### src/hw/ipm_pkg.sv
// Purpose: Shared constants, types and helpers for the interrupt priority block
// Assumes: AHB-Lite register access, one 32-bit word per register
// Notes:   Offsets are byte addresses within the low 256 bytes
package ipm_pkg;

  localparam int unsigned NUM_VEC  = 256;
  localparam int unsigned NUM_PMI  = 16;

  localparam logic [7:0] VEC_LEGACY   = 8'h00;
  localparam logic [7:0] VEC_RSV_ONE  = 8'h01;
  localparam logic [7:0] VEC_NMI      = 8'h02;
  localparam logic [7:0] VEC_RSV_LO   = 8'h03;
  localparam logic [7:0] VEC_RSV_HI   = 8'h0E;
  localparam logic [7:0] VEC_SPURIOUS = 8'h0F;
  localparam logic [7:0] VEC_GEN_LO   = 8'h10;
  localparam logic [3:0] PMI_FW_FIRST = 4'h4;

  localparam logic [7:0] OFF_CTRL     = 8'h00;
  localparam logic [7:0] OFF_TPR      = 8'h04;
  localparam logic [7:0] OFF_ACQUIRE  = 8'h08;
  localparam logic [7:0] OFF_DONE     = 8'h0C;
  localparam logic [7:0] OFF_STATUS   = 8'h10;
  localparam logic [7:0] OFF_FW_CLEAR = 8'h14;
  localparam logic [2:0] PEND_PAGE    = 3'h1;
  localparam logic [2:0] INSVC_PAGE   = 3'h2;

  localparam int unsigned CTRL_EXT_EN_BIT  = 0;
  localparam int unsigned CTRL_COLLECT_BIT = 1;
  localparam int unsigned CTRL_MC_BIT      = 2;
  localparam int unsigned CTRL_LEGACY_BIT  = 3;
  localparam int unsigned CTRL_LCTRL_BIT   = 4;
  localparam int unsigned CTRL_LFLAGS_BIT  = 5;
  localparam int unsigned MASK_CLASS_FIELD_LSB      = 4;
  localparam int unsigned MASK_ALL_MASKABLE_BIT_BIT      = 16;
  localparam int unsigned FWCLR_WARM_BIT   = 0;
  localparam int unsigned FWCLR_PMI_LSB    = 16;
  localparam int unsigned STAT_WARM_BIT    = 0;
  localparam int unsigned STAT_INSVC_BIT   = 1;
  localparam int unsigned STAT_DWARM_BIT   = 2;
  localparam int unsigned STAT_DPMI_BIT    = 3;
  localparam int unsigned STAT_DEXT_BIT    = 4;
  localparam int unsigned STAT_TOP_LSB     = 8;
  localparam int unsigned STAT_PMI_LSB     = 16;

  localparam logic [31:0] WORD_ZERO = 32'h0000_0000;

  typedef enum logic {IPM_MSG_EXT, IPM_MSG_PMI} ipm_msg_kind_e;

  typedef struct packed {
    logic          valid;
    ipm_msg_kind_e kind;
    logic [7:0]    vector;
  } ipm_msg_s;

  typedef struct packed {
    logic       rd;
    logic       wr;
    logic [7:0] addr;
  } ipm_bus_req_s;

  // Larger rank wins: NMI over legacy cascade over 16..255 by number
  function automatic logic [8:0] ipm_rank(input logic [7:0] v);
    if (v == VEC_NMI)
      return 9'h101;
    else if (v == VEC_LEGACY)
      return 9'h100;
    else if (v >= VEC_GEN_LO)
      return {1'b0, v};
    else
      return 9'h000;
  endfunction

  function automatic logic ipm_reserved(input logic [7:0] v);
    return (v == VEC_RSV_ONE) || ((v >= VEC_RSV_LO) && (v <= VEC_SPURIOUS));
  endfunction

endpackage

### src/hw/ipm_vec_pick.sv
// Purpose: Pick the highest ranked vector from a 256-bit set
// Assumes: Reserved vectors are never set in the input
// Notes:   Pure combinational priority search
`timescale 1ns/1ps
module ipm_vec_pick
  import ipm_pkg::*;
(
  input  wire logic [NUM_VEC-1:0] bits,
  output logic                    found,
  output logic [7:0]              vec
);

  always_comb
  begin
    found = 1'b0;
    vec   = VEC_SPURIOUS;
    // Upward scan, so the last hit is the highest number
    for (int i = 16; i < NUM_VEC; i++)
    begin
      if (bits[i])
      begin
        found = 1'b1;
        vec   = 8'(i);
      end
    end
    if (bits[VEC_LEGACY])
    begin
      found = 1'b1;
      vec   = VEC_LEGACY;
    end
    if (bits[VEC_NMI])
    begin
      found = 1'b1;
      vec   = VEC_NMI;
    end
  end

endmodule // ipm_vec_pick

### src/hw/ipm_ahb_port.sv
// Purpose: AHB-Lite slave front end for the interrupt priority registers
// Assumes: Single word transfers, one slave on the bus
// Notes:   Reads take one wait state so read side effects and data are registered
`timescale 1ns/1ps
module ipm_ahb_port
  import ipm_pkg::*;
(
  input  wire logic         mclk,
  input  wire logic         arst_n,
  input  wire logic         hsel,
  input  wire logic [31:0]  haddr,
  input  wire logic [1:0]   htrans,
  input  wire logic         hwrite,
  input  wire logic         hready,
  output ipm_bus_req_s      req,
  output logic              hreadyout,
  output logic              hresp
);

  typedef struct packed {
    logic       ph_valid;
    logic       ph_write;
    logic       ph_mapped;
    logic [7:0] ph_addr;
    logic       rd_done;
  } ipm_ahb_state_s;

  ipm_ahb_state_s state_reg;
  ipm_ahb_state_s state_next;
  logic           stall;

  always_comb
  begin
    state_next = state_reg;
    stall      = state_reg.ph_valid & ~state_reg.ph_write & ~state_reg.rd_done;
    // Unmapped reads land on a write-only slot, so they return zero and touch nothing
    req.rd     = stall;
    req.wr     = state_reg.ph_valid & state_reg.ph_write & state_reg.ph_mapped;
    req.addr   = state_reg.ph_mapped ? state_reg.ph_addr : OFF_FW_CLEAR;
    hreadyout  = ~stall;
    hresp      = 1'b0;
    if (stall)
      state_next.rd_done = 1'b1;
    else if (hready)
    begin
      state_next.ph_valid  = hsel & htrans[1];
      state_next.ph_write  = hwrite;
      state_next.ph_mapped = (haddr[31:8] == 24'h00_0000) && (haddr[1:0] == 2'b00);
      state_next.ph_addr   = haddr[7:0];
      state_next.rd_done   = 1'b0;
    end
  end

  always_ff @(posedge mclk or negedge arst_n)
  begin
    if (!arst_n)
      state_reg <= '0;
    else
      state_reg <= state_next;
  end

endmodule // ipm_ahb_port

### src/hw/ipm_interrupt_priority.sv
// Purpose: Pending, ranking, enable, masking and in-service nesting of interrupts
// Assumes: Pins and bus messages are synchronous to mclk
// Notes:   Acquire by reading the acquire register, retire by writing service done
//
// Design decisions made here: the AHB-Lite register port and the register addresses.
`timescale 1ns/1ps
module ipm_interrupt_priority
  import ipm_pkg::*;
(
  input  wire logic         mclk,
  input  wire logic         arst_n,
  input  wire logic         hsel,
  input  wire logic [31:0]  haddr,
  input  wire logic [1:0]   htrans,
  input  wire logic         hwrite,
  input  wire logic [2:0]   hsize,
  input  wire logic [31:0]  hwdata,
  input  wire logic         hready,
  output logic              hreadyout,
  output logic              hresp,
  output logic [31:0]       hrdata,
  input  ipm_msg_s          msg,
  input  wire logic         warm_restart_pin,
  input  wire logic         pmi_pin,
  output logic              divert_warm,
  output logic              divert_pmi,
  output logic [3:0]        divert_pmi_vector,
  output logic              divert_pmi_fw,
  output logic              divert_ext,
  output logic [7:0]        ext_vector
);

  typedef struct packed {
    logic               ext_irq_enable_bit;
    logic               collect_enable_bit;
    logic               machine_check_mask_bit;
    logic               legacy_mode;
    logic               legacy_ctrl_irq_bit;
    logic               legacy_flags_irq_bit;
    logic               mask_all_maskable_bit;
    logic [3:0]         mask_class_field;
    logic [NUM_VEC-1:0] pend;
    logic [NUM_VEC-1:0] insvc;
    logic               warm_pend;
    logic [NUM_PMI-1:0] pmi_pend;
    logic               warm_pin_q;
    logic               pmi_pin_q;
    logic [31:0]        rdata;
    logic               div_warm;
    logic               div_pmi;
    logic [3:0]         div_pmi_vec;
    logic               div_ext;
    logic [7:0]         div_vec;
  } ipm_state_s;

  ipm_state_s   state_reg;
  ipm_state_s   state_next;
  ipm_bus_req_s req;
  logic         p_found;
  logic [7:0]   p_vec;
  logic         i_found;
  logic [7:0]   i_vec;
  logic         ext_deliver;
  logic         outranks;
  logic         unmasked;
  logic [7:0]   acq_vec;
  logic         acq_hit;
  logic         done_hit;
  logic         warm_take;
  logic         pmi_take;

  ipm_ahb_port u_port (
    .mclk      (mclk),
    .arst_n    (arst_n),
    .hsel      (hsel),
    .haddr     (haddr),
    .htrans    (htrans),
    .hwrite    (hwrite),
    .hready    (hready),
    .req       (req),
    .hreadyout (hreadyout),
    .hresp     (hresp)
  );

  ipm_vec_pick u_pend_pick (
    .bits  (state_reg.pend),
    .found (p_found),
    .vec   (p_vec)
  );

  ipm_vec_pick u_insvc_pick (
    .bits  (state_reg.insvc),
    .found (i_found),
    .vec   (i_vec)
  );

  assign hrdata            = state_reg.rdata;
  assign divert_warm       = state_reg.div_warm;
  assign divert_pmi        = state_reg.div_pmi;
  assign divert_pmi_vector = state_reg.div_pmi_vec;
  assign divert_pmi_fw     = state_reg.div_pmi & (state_reg.div_pmi_vec >= PMI_FW_FIRST);
  assign divert_ext        = state_reg.div_ext;
  assign ext_vector        = state_reg.div_vec;

  always_comb
  begin
    state_next = state_reg;
    // Legacy mode also needs the control flag clear or the flags flag set
    ext_deliver = state_reg.ext_irq_enable_bit & (~state_reg.legacy_mode
                  | ~state_reg.legacy_ctrl_irq_bit | state_reg.legacy_flags_irq_bit);
    // Equal or lower than the top in-service vector stays masked
    outranks = ~i_found || (ipm_rank(p_vec) > ipm_rank(i_vec));
    unmasked = 1'b0;
    if (p_found)
    begin
      if (p_vec == VEC_NMI)
        unmasked = outranks;
      else if (p_vec == VEC_LEGACY)
        unmasked = ~state_reg.mask_all_maskable_bit & outranks;
      else
        unmasked = ~state_reg.mask_all_maskable_bit & outranks
                   & (p_vec[7:4] > state_reg.mask_class_field);
    end
    acq_vec  = unmasked ? p_vec : VEC_SPURIOUS;
    acq_hit  = req.rd && (req.addr == OFF_ACQUIRE);
    done_hit = req.wr && (req.addr == OFF_DONE);

    // Clears first, so that a same-cycle arrival below wins
    if (req.wr)
    begin
      case (req.addr)
        OFF_CTRL:
        begin
          state_next.ext_irq_enable_bit     = hwdata[CTRL_EXT_EN_BIT];
          state_next.collect_enable_bit     = hwdata[CTRL_COLLECT_BIT];
          state_next.machine_check_mask_bit = hwdata[CTRL_MC_BIT];
          state_next.legacy_mode            = hwdata[CTRL_LEGACY_BIT];
          state_next.legacy_ctrl_irq_bit    = hwdata[CTRL_LCTRL_BIT];
          state_next.legacy_flags_irq_bit   = hwdata[CTRL_LFLAGS_BIT];
        end
        OFF_TPR:
        begin
          state_next.mask_class_field      = hwdata[MASK_CLASS_FIELD_LSB +: 4];
          state_next.mask_all_maskable_bit = hwdata[MASK_ALL_MASKABLE_BIT_BIT];
        end
        OFF_DONE:
        begin
          if (i_found)
            state_next.insvc[i_vec] = 1'b0;
        end
        OFF_FW_CLEAR:
        begin
          if (hwdata[FWCLR_WARM_BIT])
            state_next.warm_pend = 1'b0;
          state_next.pmi_pend = state_reg.pmi_pend & ~hwdata[FWCLR_PMI_LSB +: NUM_PMI];
        end
        default:
        begin
          state_next.rdata = state_reg.rdata;
        end
      endcase
    end

    if (req.rd)
    begin
      state_next.rdata = WORD_ZERO;
      case (req.addr)
        OFF_CTRL:
        begin
          state_next.rdata[CTRL_EXT_EN_BIT]  = state_reg.ext_irq_enable_bit;
          state_next.rdata[CTRL_COLLECT_BIT] = state_reg.collect_enable_bit;
          state_next.rdata[CTRL_MC_BIT]      = state_reg.machine_check_mask_bit;
          state_next.rdata[CTRL_LEGACY_BIT]  = state_reg.legacy_mode;
          state_next.rdata[CTRL_LCTRL_BIT]   = state_reg.legacy_ctrl_irq_bit;
          state_next.rdata[CTRL_LFLAGS_BIT]  = state_reg.legacy_flags_irq_bit;
        end
        OFF_TPR:
        begin
          state_next.rdata[MASK_CLASS_FIELD_LSB +: 4] = state_reg.mask_class_field;
          state_next.rdata[MASK_ALL_MASKABLE_BIT_BIT]      = state_reg.mask_all_maskable_bit;
        end
        OFF_ACQUIRE:
        begin
          state_next.rdata[7:0] = acq_vec;
          // A spurious answer leaves every mark untouched
          if (unmasked)
          begin
            state_next.pend[p_vec]  = 1'b0;
            state_next.insvc[p_vec] = 1'b1;
          end
        end
        OFF_STATUS:
        begin
          state_next.rdata[STAT_WARM_BIT]          = state_reg.warm_pend;
          state_next.rdata[STAT_INSVC_BIT]         = i_found;
          state_next.rdata[STAT_DWARM_BIT]         = state_reg.div_warm;
          state_next.rdata[STAT_DPMI_BIT]          = state_reg.div_pmi;
          state_next.rdata[STAT_DEXT_BIT]          = state_reg.div_ext;
          state_next.rdata[STAT_TOP_LSB +: 8]      = i_vec;
          state_next.rdata[STAT_PMI_LSB +: NUM_PMI] = state_reg.pmi_pend;
        end
        default:
        begin
          if (req.addr[7:5] == PEND_PAGE)
            state_next.rdata = state_reg.pend[{req.addr[4:2], 5'h00} +: 32];
          else if (req.addr[7:5] == INSVC_PAGE)
            state_next.rdata = state_reg.insvc[{req.addr[4:2], 5'h00} +: 32];
        end
      endcase
    end

    // Arrivals keep pending even while something is in service
    state_next.warm_pin_q = warm_restart_pin;
    state_next.pmi_pin_q  = pmi_pin;
    if (warm_restart_pin && !state_reg.warm_pin_q)
      state_next.warm_pend = 1'b1;
    if (pmi_pin && !state_reg.pmi_pin_q)
      state_next.pmi_pend[0] = 1'b1;
    if (msg.valid)
    begin
      if (msg.kind == IPM_MSG_PMI)
      begin
        // Own vector space, kept apart from the external bits
        if (msg.vector < 8'(NUM_PMI))
          state_next.pmi_pend[msg.vector[3:0]] = 1'b1;
      end
      else if (!ipm_reserved(msg.vector))
        state_next.pend[msg.vector] = 1'b1;
    end

    // Diversion only while enabled; warm over management over external
    warm_take = state_reg.warm_pend & ~state_reg.machine_check_mask_bit;
    pmi_take  = (|state_reg.pmi_pend) & state_reg.collect_enable_bit;
    state_next.div_warm = warm_take;
    state_next.div_pmi  = pmi_take & ~warm_take;
    state_next.div_ext  = ext_deliver & unmasked & ~warm_take & ~pmi_take;
    state_next.div_vec  = acq_vec;
    state_next.div_pmi_vec = 4'h0;
    for (int k = NUM_PMI - 1; k >= 0; k--)
    begin
      if (state_reg.pmi_pend[k])
        state_next.div_pmi_vec = 4'(k);
    end
  end

  always_ff @(posedge mclk or negedge arst_n)
  begin
    if (!arst_n)
      state_reg <= '0;
    else
      state_reg <= state_next;
  end
endmodule // ipm_interrupt_priority

### config.mk
export PLATFORM = sky130hd
export DESIGN_NAME = ipm_interrupt_priority
export DESIGN_NICKNAME = d
export VERILOG_FILES = /design/src/hw/ipm_pkg.sv /design/src/hw/ipm_vec_pick.sv /design/src/hw/ipm_ahb_port.sv /design/src/hw/ipm_interrupt_priority.sv
export SDC_FILE = /design/constraint.sdc
export NUM_CORES = 2
export LEC_CHECK = 0
export BUFFER_PORTS_ARGS = -buffer_cell sky130_fd_sc_hd__buf_2
export CORE_AREA = 2 2 353 355
export CTS_CLUSTER_SIZE = 16
export DETAILED_ROUTE_END_ITERATION = 10
export DIE_AREA = 0 0 355 357
export PLACE_DENSITY_LB_ADDON = 0.25
export SLEW_MARGIN = 20
export SYNTH_ARGS = -nofsm -noshare
export SYNTH_HDL_FRONTEND = slang
export SYNTH_HIERARCHICAL = 1
export SYNTH_SLANG_ARGS = --single-unit
### constraint.sdc
create_clock -name mclk -period 14.95 [get_ports mclk]
set_input_delay 0.7475 -clock mclk [delete_from_list [all_inputs] [get_ports mclk]]
set_output_delay 0.7475 -clock mclk [all_outputs]
set_load 0.05 [all_outputs]
; After elaboration in Yosys (flattened, before gate mapping)
; Index checks and enable logic that the tools add are counted.
[totals]
elab_cells = 1148
input_bits = 86
reg_bits = 601
out_inout_bits = 50
[op_classes]
muxes = 1030
n_eq_ne = 10
order_cmp = 16
bitwise_logic = 36
n_reduce_logical = 29
shift = 2
[ops]
columns = op, n
row1 = $mux 8, 264
row2 = $mux 512, 3
row3 = $mux 256, 5
row4 = $mux 7, 128
row5 = $and 256x256->256, 2
row6 = $not 256->256, 2
row7 = $or 256x256->256, 2
row8 = $shiftx 256x9->32, 2
row9 = $mux 1, 496
row10 = $mux 6, 64
row11 = $mux 273, 1
row12 = $mux 5, 32
row13 = $mux 32, 2
row14 = $mux 4, 16
row15 = $mux 16, 3
row16 = $mux 9, 4
row17 = $pmux 15 s2, 1
row18 = $lt 8x9->1 const B, 3
row19 = $demux 1 s8, 3
row20 = $ge 8x1->1 const B, 3
row21 = $logic_not 24->1, 1
row22 = $logic_not 8->1, 3
row23 = $mux 17, 1
row24 = $and 16x16->16, 1
row25 = other kinds (37), 81

; Logic depth before layout (Yosys ltp)
[logic_depth]
word_depth = 260
depth_mapped = 22
depth_no_buf = 17

; Modules after synthesis
; The synthesis kept the hierarchy.
[modules_own_cells]
columns = module, seq_area_each_um2, cells_each, instances, area_per_inst_um2
row1 = ipm_interrupt_priority, 14739.1, 2762, 1, 29589.6
row2 = ipm_vec_pick, 0.0, 578, 2, 3228.1
row3 = ipm_ahb_port, 300.3, 52, 1, 603.1

; Worst setup path after synthesis
; OpenSTA, ideal clock, no wires.
[synth_timing]
kind = register to register
start = register state_reg[99] (netlist name)
end = register state_reg[328] (netlist name)
arrival_time_ns = 4.863
synth_period_minus_slack_ns = 4.982
setup_time_ns = 0.119
slack_ns = 9.968
path_stages_with_launch = 23
cell_sequence = dfrtp_1 > nor4_1 > nand3_1 > nor3b_1 > o21ai_0 > a2111oi_0 > nor3_1 > o21ai_0 > clkbuf_1 > nor2_1 > nand2_1 > clkbuf_1 > nand2_1 > ha_1 > and4_1 > nor2b_1 > o311ai_0 > and3_1 > or4_1 > clkbuf_1 > buf_2 > buf_2 > o21a_1
[synth_rtl]
columns = item, line
row1 = start: declaration, ipm_interrupt_priority.sv:56  ; ipm_state_s state_reg;
row2 = start signal: assignment, ipm_interrupt_priority.sv:251  ; state_reg <= state_next;

==> impl_metrics.json <==
{
  "outcome": "complete, no violations",
  "critPathMaxStageDelay_ns": 0.89,
  "antenna_found_initial": 6,
  "power.leakage_uw": 0.0156,
  "chipWidth_microns": 355,
  "cts_buffer_depth": 3,
  "synth_area_sq_um": 36600,
  "cts_hold_buf": 0,
  "crit_top_cell": "o21ai_0",
  "min_period_ns": 8.20,
  "largest_reg_flops": 542,
  "synthArstFlopShare": 1.00,
  "rsz0062_at_grt": "false",
  "power_density_nw_per_um2": 96.5,
  "ctsHtreeMaxLevel": 3,
  "ir_drop_mv": 0.0890,
  "drtIter0Drc": 5417,
  "ioPinCount": 136,
  "drc_errors": 0,
  "firstDrtPassIters": 6,
  "fp.dieH_microns": 357,
  "start_util": 0.298,
  "crit_arrival_ns": 8.67,
  "crit_chain": "or2_2, nor3_1, nand4_1, o21ai_0, a2111oi_0, nor3_1, o21ai_0, buf_4, nor2_1, nand2_1, nand2_1, ha_1, and4_1, nor2b_1, o311ai_0, and3_1, or4_4, buf_4, o21ai_0",
  "cts_tree": "done",
  "critical_path.startpoint_type": "flip-flop",
  "ctsResizeCount": 0,
  "tightest_slew_ns": 1.21,
  "place_area_sq_um": 38900,
  "synthFlopType": "dfrtp_1",
  "cts_setup_buffers": 0,
  "endpoint_kind": "flip-flop",
  "holdWs_ns": 0.0918,
  "synthCells": 3970,
  "drv_slew": 0,
  "fmax_mhz": 122,
  "finalSetupViolCount": 0,
  "gp_congestion": 1.01,
  "drive_gt1_frac": 0.134,
  "slowest_stage": "buf_4",
  "syn_nets": 4069,
  "max_cap_viol_count": 0,
  "fin_crit_sh": 0.549,
  "dpl.hpwl_mm": 146,
  "grt_pass1_vias": 34400,
  "min_path_type": "in2async",
  "path_buf_inv": 2,
  "skew_ns": 0.0345,
  "fin_nets": 4091,
  "portBuffers": 122,
  "routedWlPerCell_microns": 34.5,
  "grt_usage": 0.301,
  "grt_pass1_wl_mm": 272,
  "yosysWarnings": 6,
  "rows": 129,
  "vias": 37000,
  "slew_headroom": 0.186,
  "coreArea_sq_um": 123000,
  "grt-ovfl-total": 0,
  "hold_viol_final": 0,
  "syn_to_final_growth_pct": 13.0,
  "grt_max_degree": 92,
  "tns_ns": 0,
  "die_area_sq_um": 127000,
  "postRouteAntennaNets": 0,
  "cts_sinks": 601,
  "fin_area_sq_um": 41400,
  "cts_root_buffer": "clkbuf_16",
  "crit_type": "reg2reg",
  "synth-edff-count": 0,
  "required_ns": 15.42,
  "viasPerCell": 6.50,
  "nFillCells": 12900,
  "clock_latency_ns": 0.67,
  "cts_made_buffers": 72,
  "avgSynthCellArea_sq_um": 9.23,
  "synth_cell_types": 83,
  "routed_wl_mm": 196,
  "seq_area_frac_synth": 0.410,
  "synth-seq-cells": 601,
  "cp_top_family": "simple AND/OR/NAND/NOR gates",
  "critPathMaxFanout": 65,
  "clk_pin_slew_ns": 0.06
}
stage by stage:
step                setup slack (ns)  power [uW]  utilization  cells
finish                          6.75        4000        0.337   5691
global route                    6.53        4100        0.337   5684
CTS                             7.08        4010        0.337   5684
detailed placement              7.14        2100        0.316   5555
global placement                7.21        2100        0.316   5553
floorplan                       9.97        2010            -   3970
metal layers:
metal  routed length [microns]  vias up  GRT usage
li1                          -    15200          -
met1                     81200    19000      0.415
met2                     84700     2319      0.450
met3                     18700      470     0.0581
met4                     11400        2      0.150
met5                        13        -          0
power breakdown:
part           internal (uW)  switching, uW
clock                   1150            769
sequential              1680           47.2
combinational           79.4            273
logic make-up after synthesis:
kind of cell / count (synthesis) / share of synthesized area
simple gates: 1230 / 0.168
flops: 601 / 0.410
buf+inv: 388 / 0.0475
mux: 162 / 0.0872
compound gates: 1575 / 0.282
fa+ha+maj: 13 / 0.00444
other cells: 1 / 0.000102
cell type report:
cell class | instances | area [sq um] | area share
Clock inverter | 19 | 283 | 0.00683
Antenna cell | 7 | 17.5 | 0.000423
Multi-Input combinational cell | 2981 | 20000 | 0.483
Sequential cell | 601 | 15000 | 0.363
Clock buffer | 110 | 2240 | 0.0541
Inverter | 128 | 480 | 0.0116
Timing Repair Buffer | 208 | 1290 | 0.0311
Tap cell | 1637 | 2050 | 0.0495
path summary, 6_finish.rpt:
| check | from | end | slack, ns | cells after the start |
|---|---|---|---|---|
| setup reg to reg | state_reg[122] | state_reg[258] | 6.75 | 19 |
| hold / removal | arst_n | state_reg[93] | 0.09 | 1 |
| hold reg to reg | state_reg[331] | state_reg[331] | 0.48 | 1 |
| min in group mclk | pmi_pin | state_reg[47] | 0.23 | 1 |
| max in group asynchronous | arst_n | hrdata[16] | 11.77 | 4 |
| setup / recovery | state_reg[122] | state_reg[258] | 6.75 | 19 |
placed cells by master, fill, tap and decap left out, types with 42 or more instances in the layout:
master     count
nand3_1       85
nor3_1       110
buf_4         82
a21oi_1      171
a21o_1       231
nor4_1       146
dfrtp_1      601
buf_2        121
nand2b_1      42
a22o_1       238
nand2_1      328
clkbuf_16     77
inv_1        126
nor2_1       270
o21ai_0      599
mux4_2       124
Yosys cell counts, drive strengths merged, types with 9 or more instances:
cell type | count | area [sq um]
nand2 | 329 | 1250
o21bai | 15 | 113
o211ai | 18 | 135
o31ai | 38 | 285
inv | 128 | 480
o21a | 29 | 218
a21oi | 172 | 861
o2111ai | 12 | 105
a2111oi | 29 | 254
a21o | 231 | 1730
buf | 105 | 679
nand2b | 46 | 303
clkbuf | 155 | 582
nor4 | 150 | 983
nor2b | 38 | 238
nand4 | 32 | 200
a21boi | 12 | 90.1
dfrtp | 601 | 15000
or4 | 36 | 282
o21ai | 614 | 3070
nor3b | 9 | 67.6
and2 | 20 | 130
a22oi | 16 | 120
mux2 | 18 | 203
nor2 | 278 | 1050
nor3 | 122 | 622
and3 | 9 | 57.6
or3 | 19 | 124
o41ai | 10 | 87.6
mux2i | 20 | 200
nand3 | 86 | 435
a31oi | 20 | 125
a221oi | 30 | 263
a22o | 238 | 2080
o221ai | 18 | 158
a211oi | 15 | 113
mux4 | 124 | 2790
ha | 13 | 163
or2 | 25 | 156
worst reg2reg max path: stages, from the launching register on:
cell	delay, ns
dfrtp_1	0.43
or2_2	0.35
nor3_1	0.64
nand4_1	0.32
o21ai_0	0.29
a2111oi_0	0.16
nor3_1	0.40
o21ai_0	0.14
buf_4	0.23
nor2_1	0.48
nand2_1	0.66
nand2_1	0.28
ha_1	0.27
and4_1	0.22
nor2b_1	0.14
o311ai_0	0.47
and3_1	0.42
or4_4	0.87
buf_4	1.00
o21ai_0	0.27
Power figures use the tool's default switching activity.
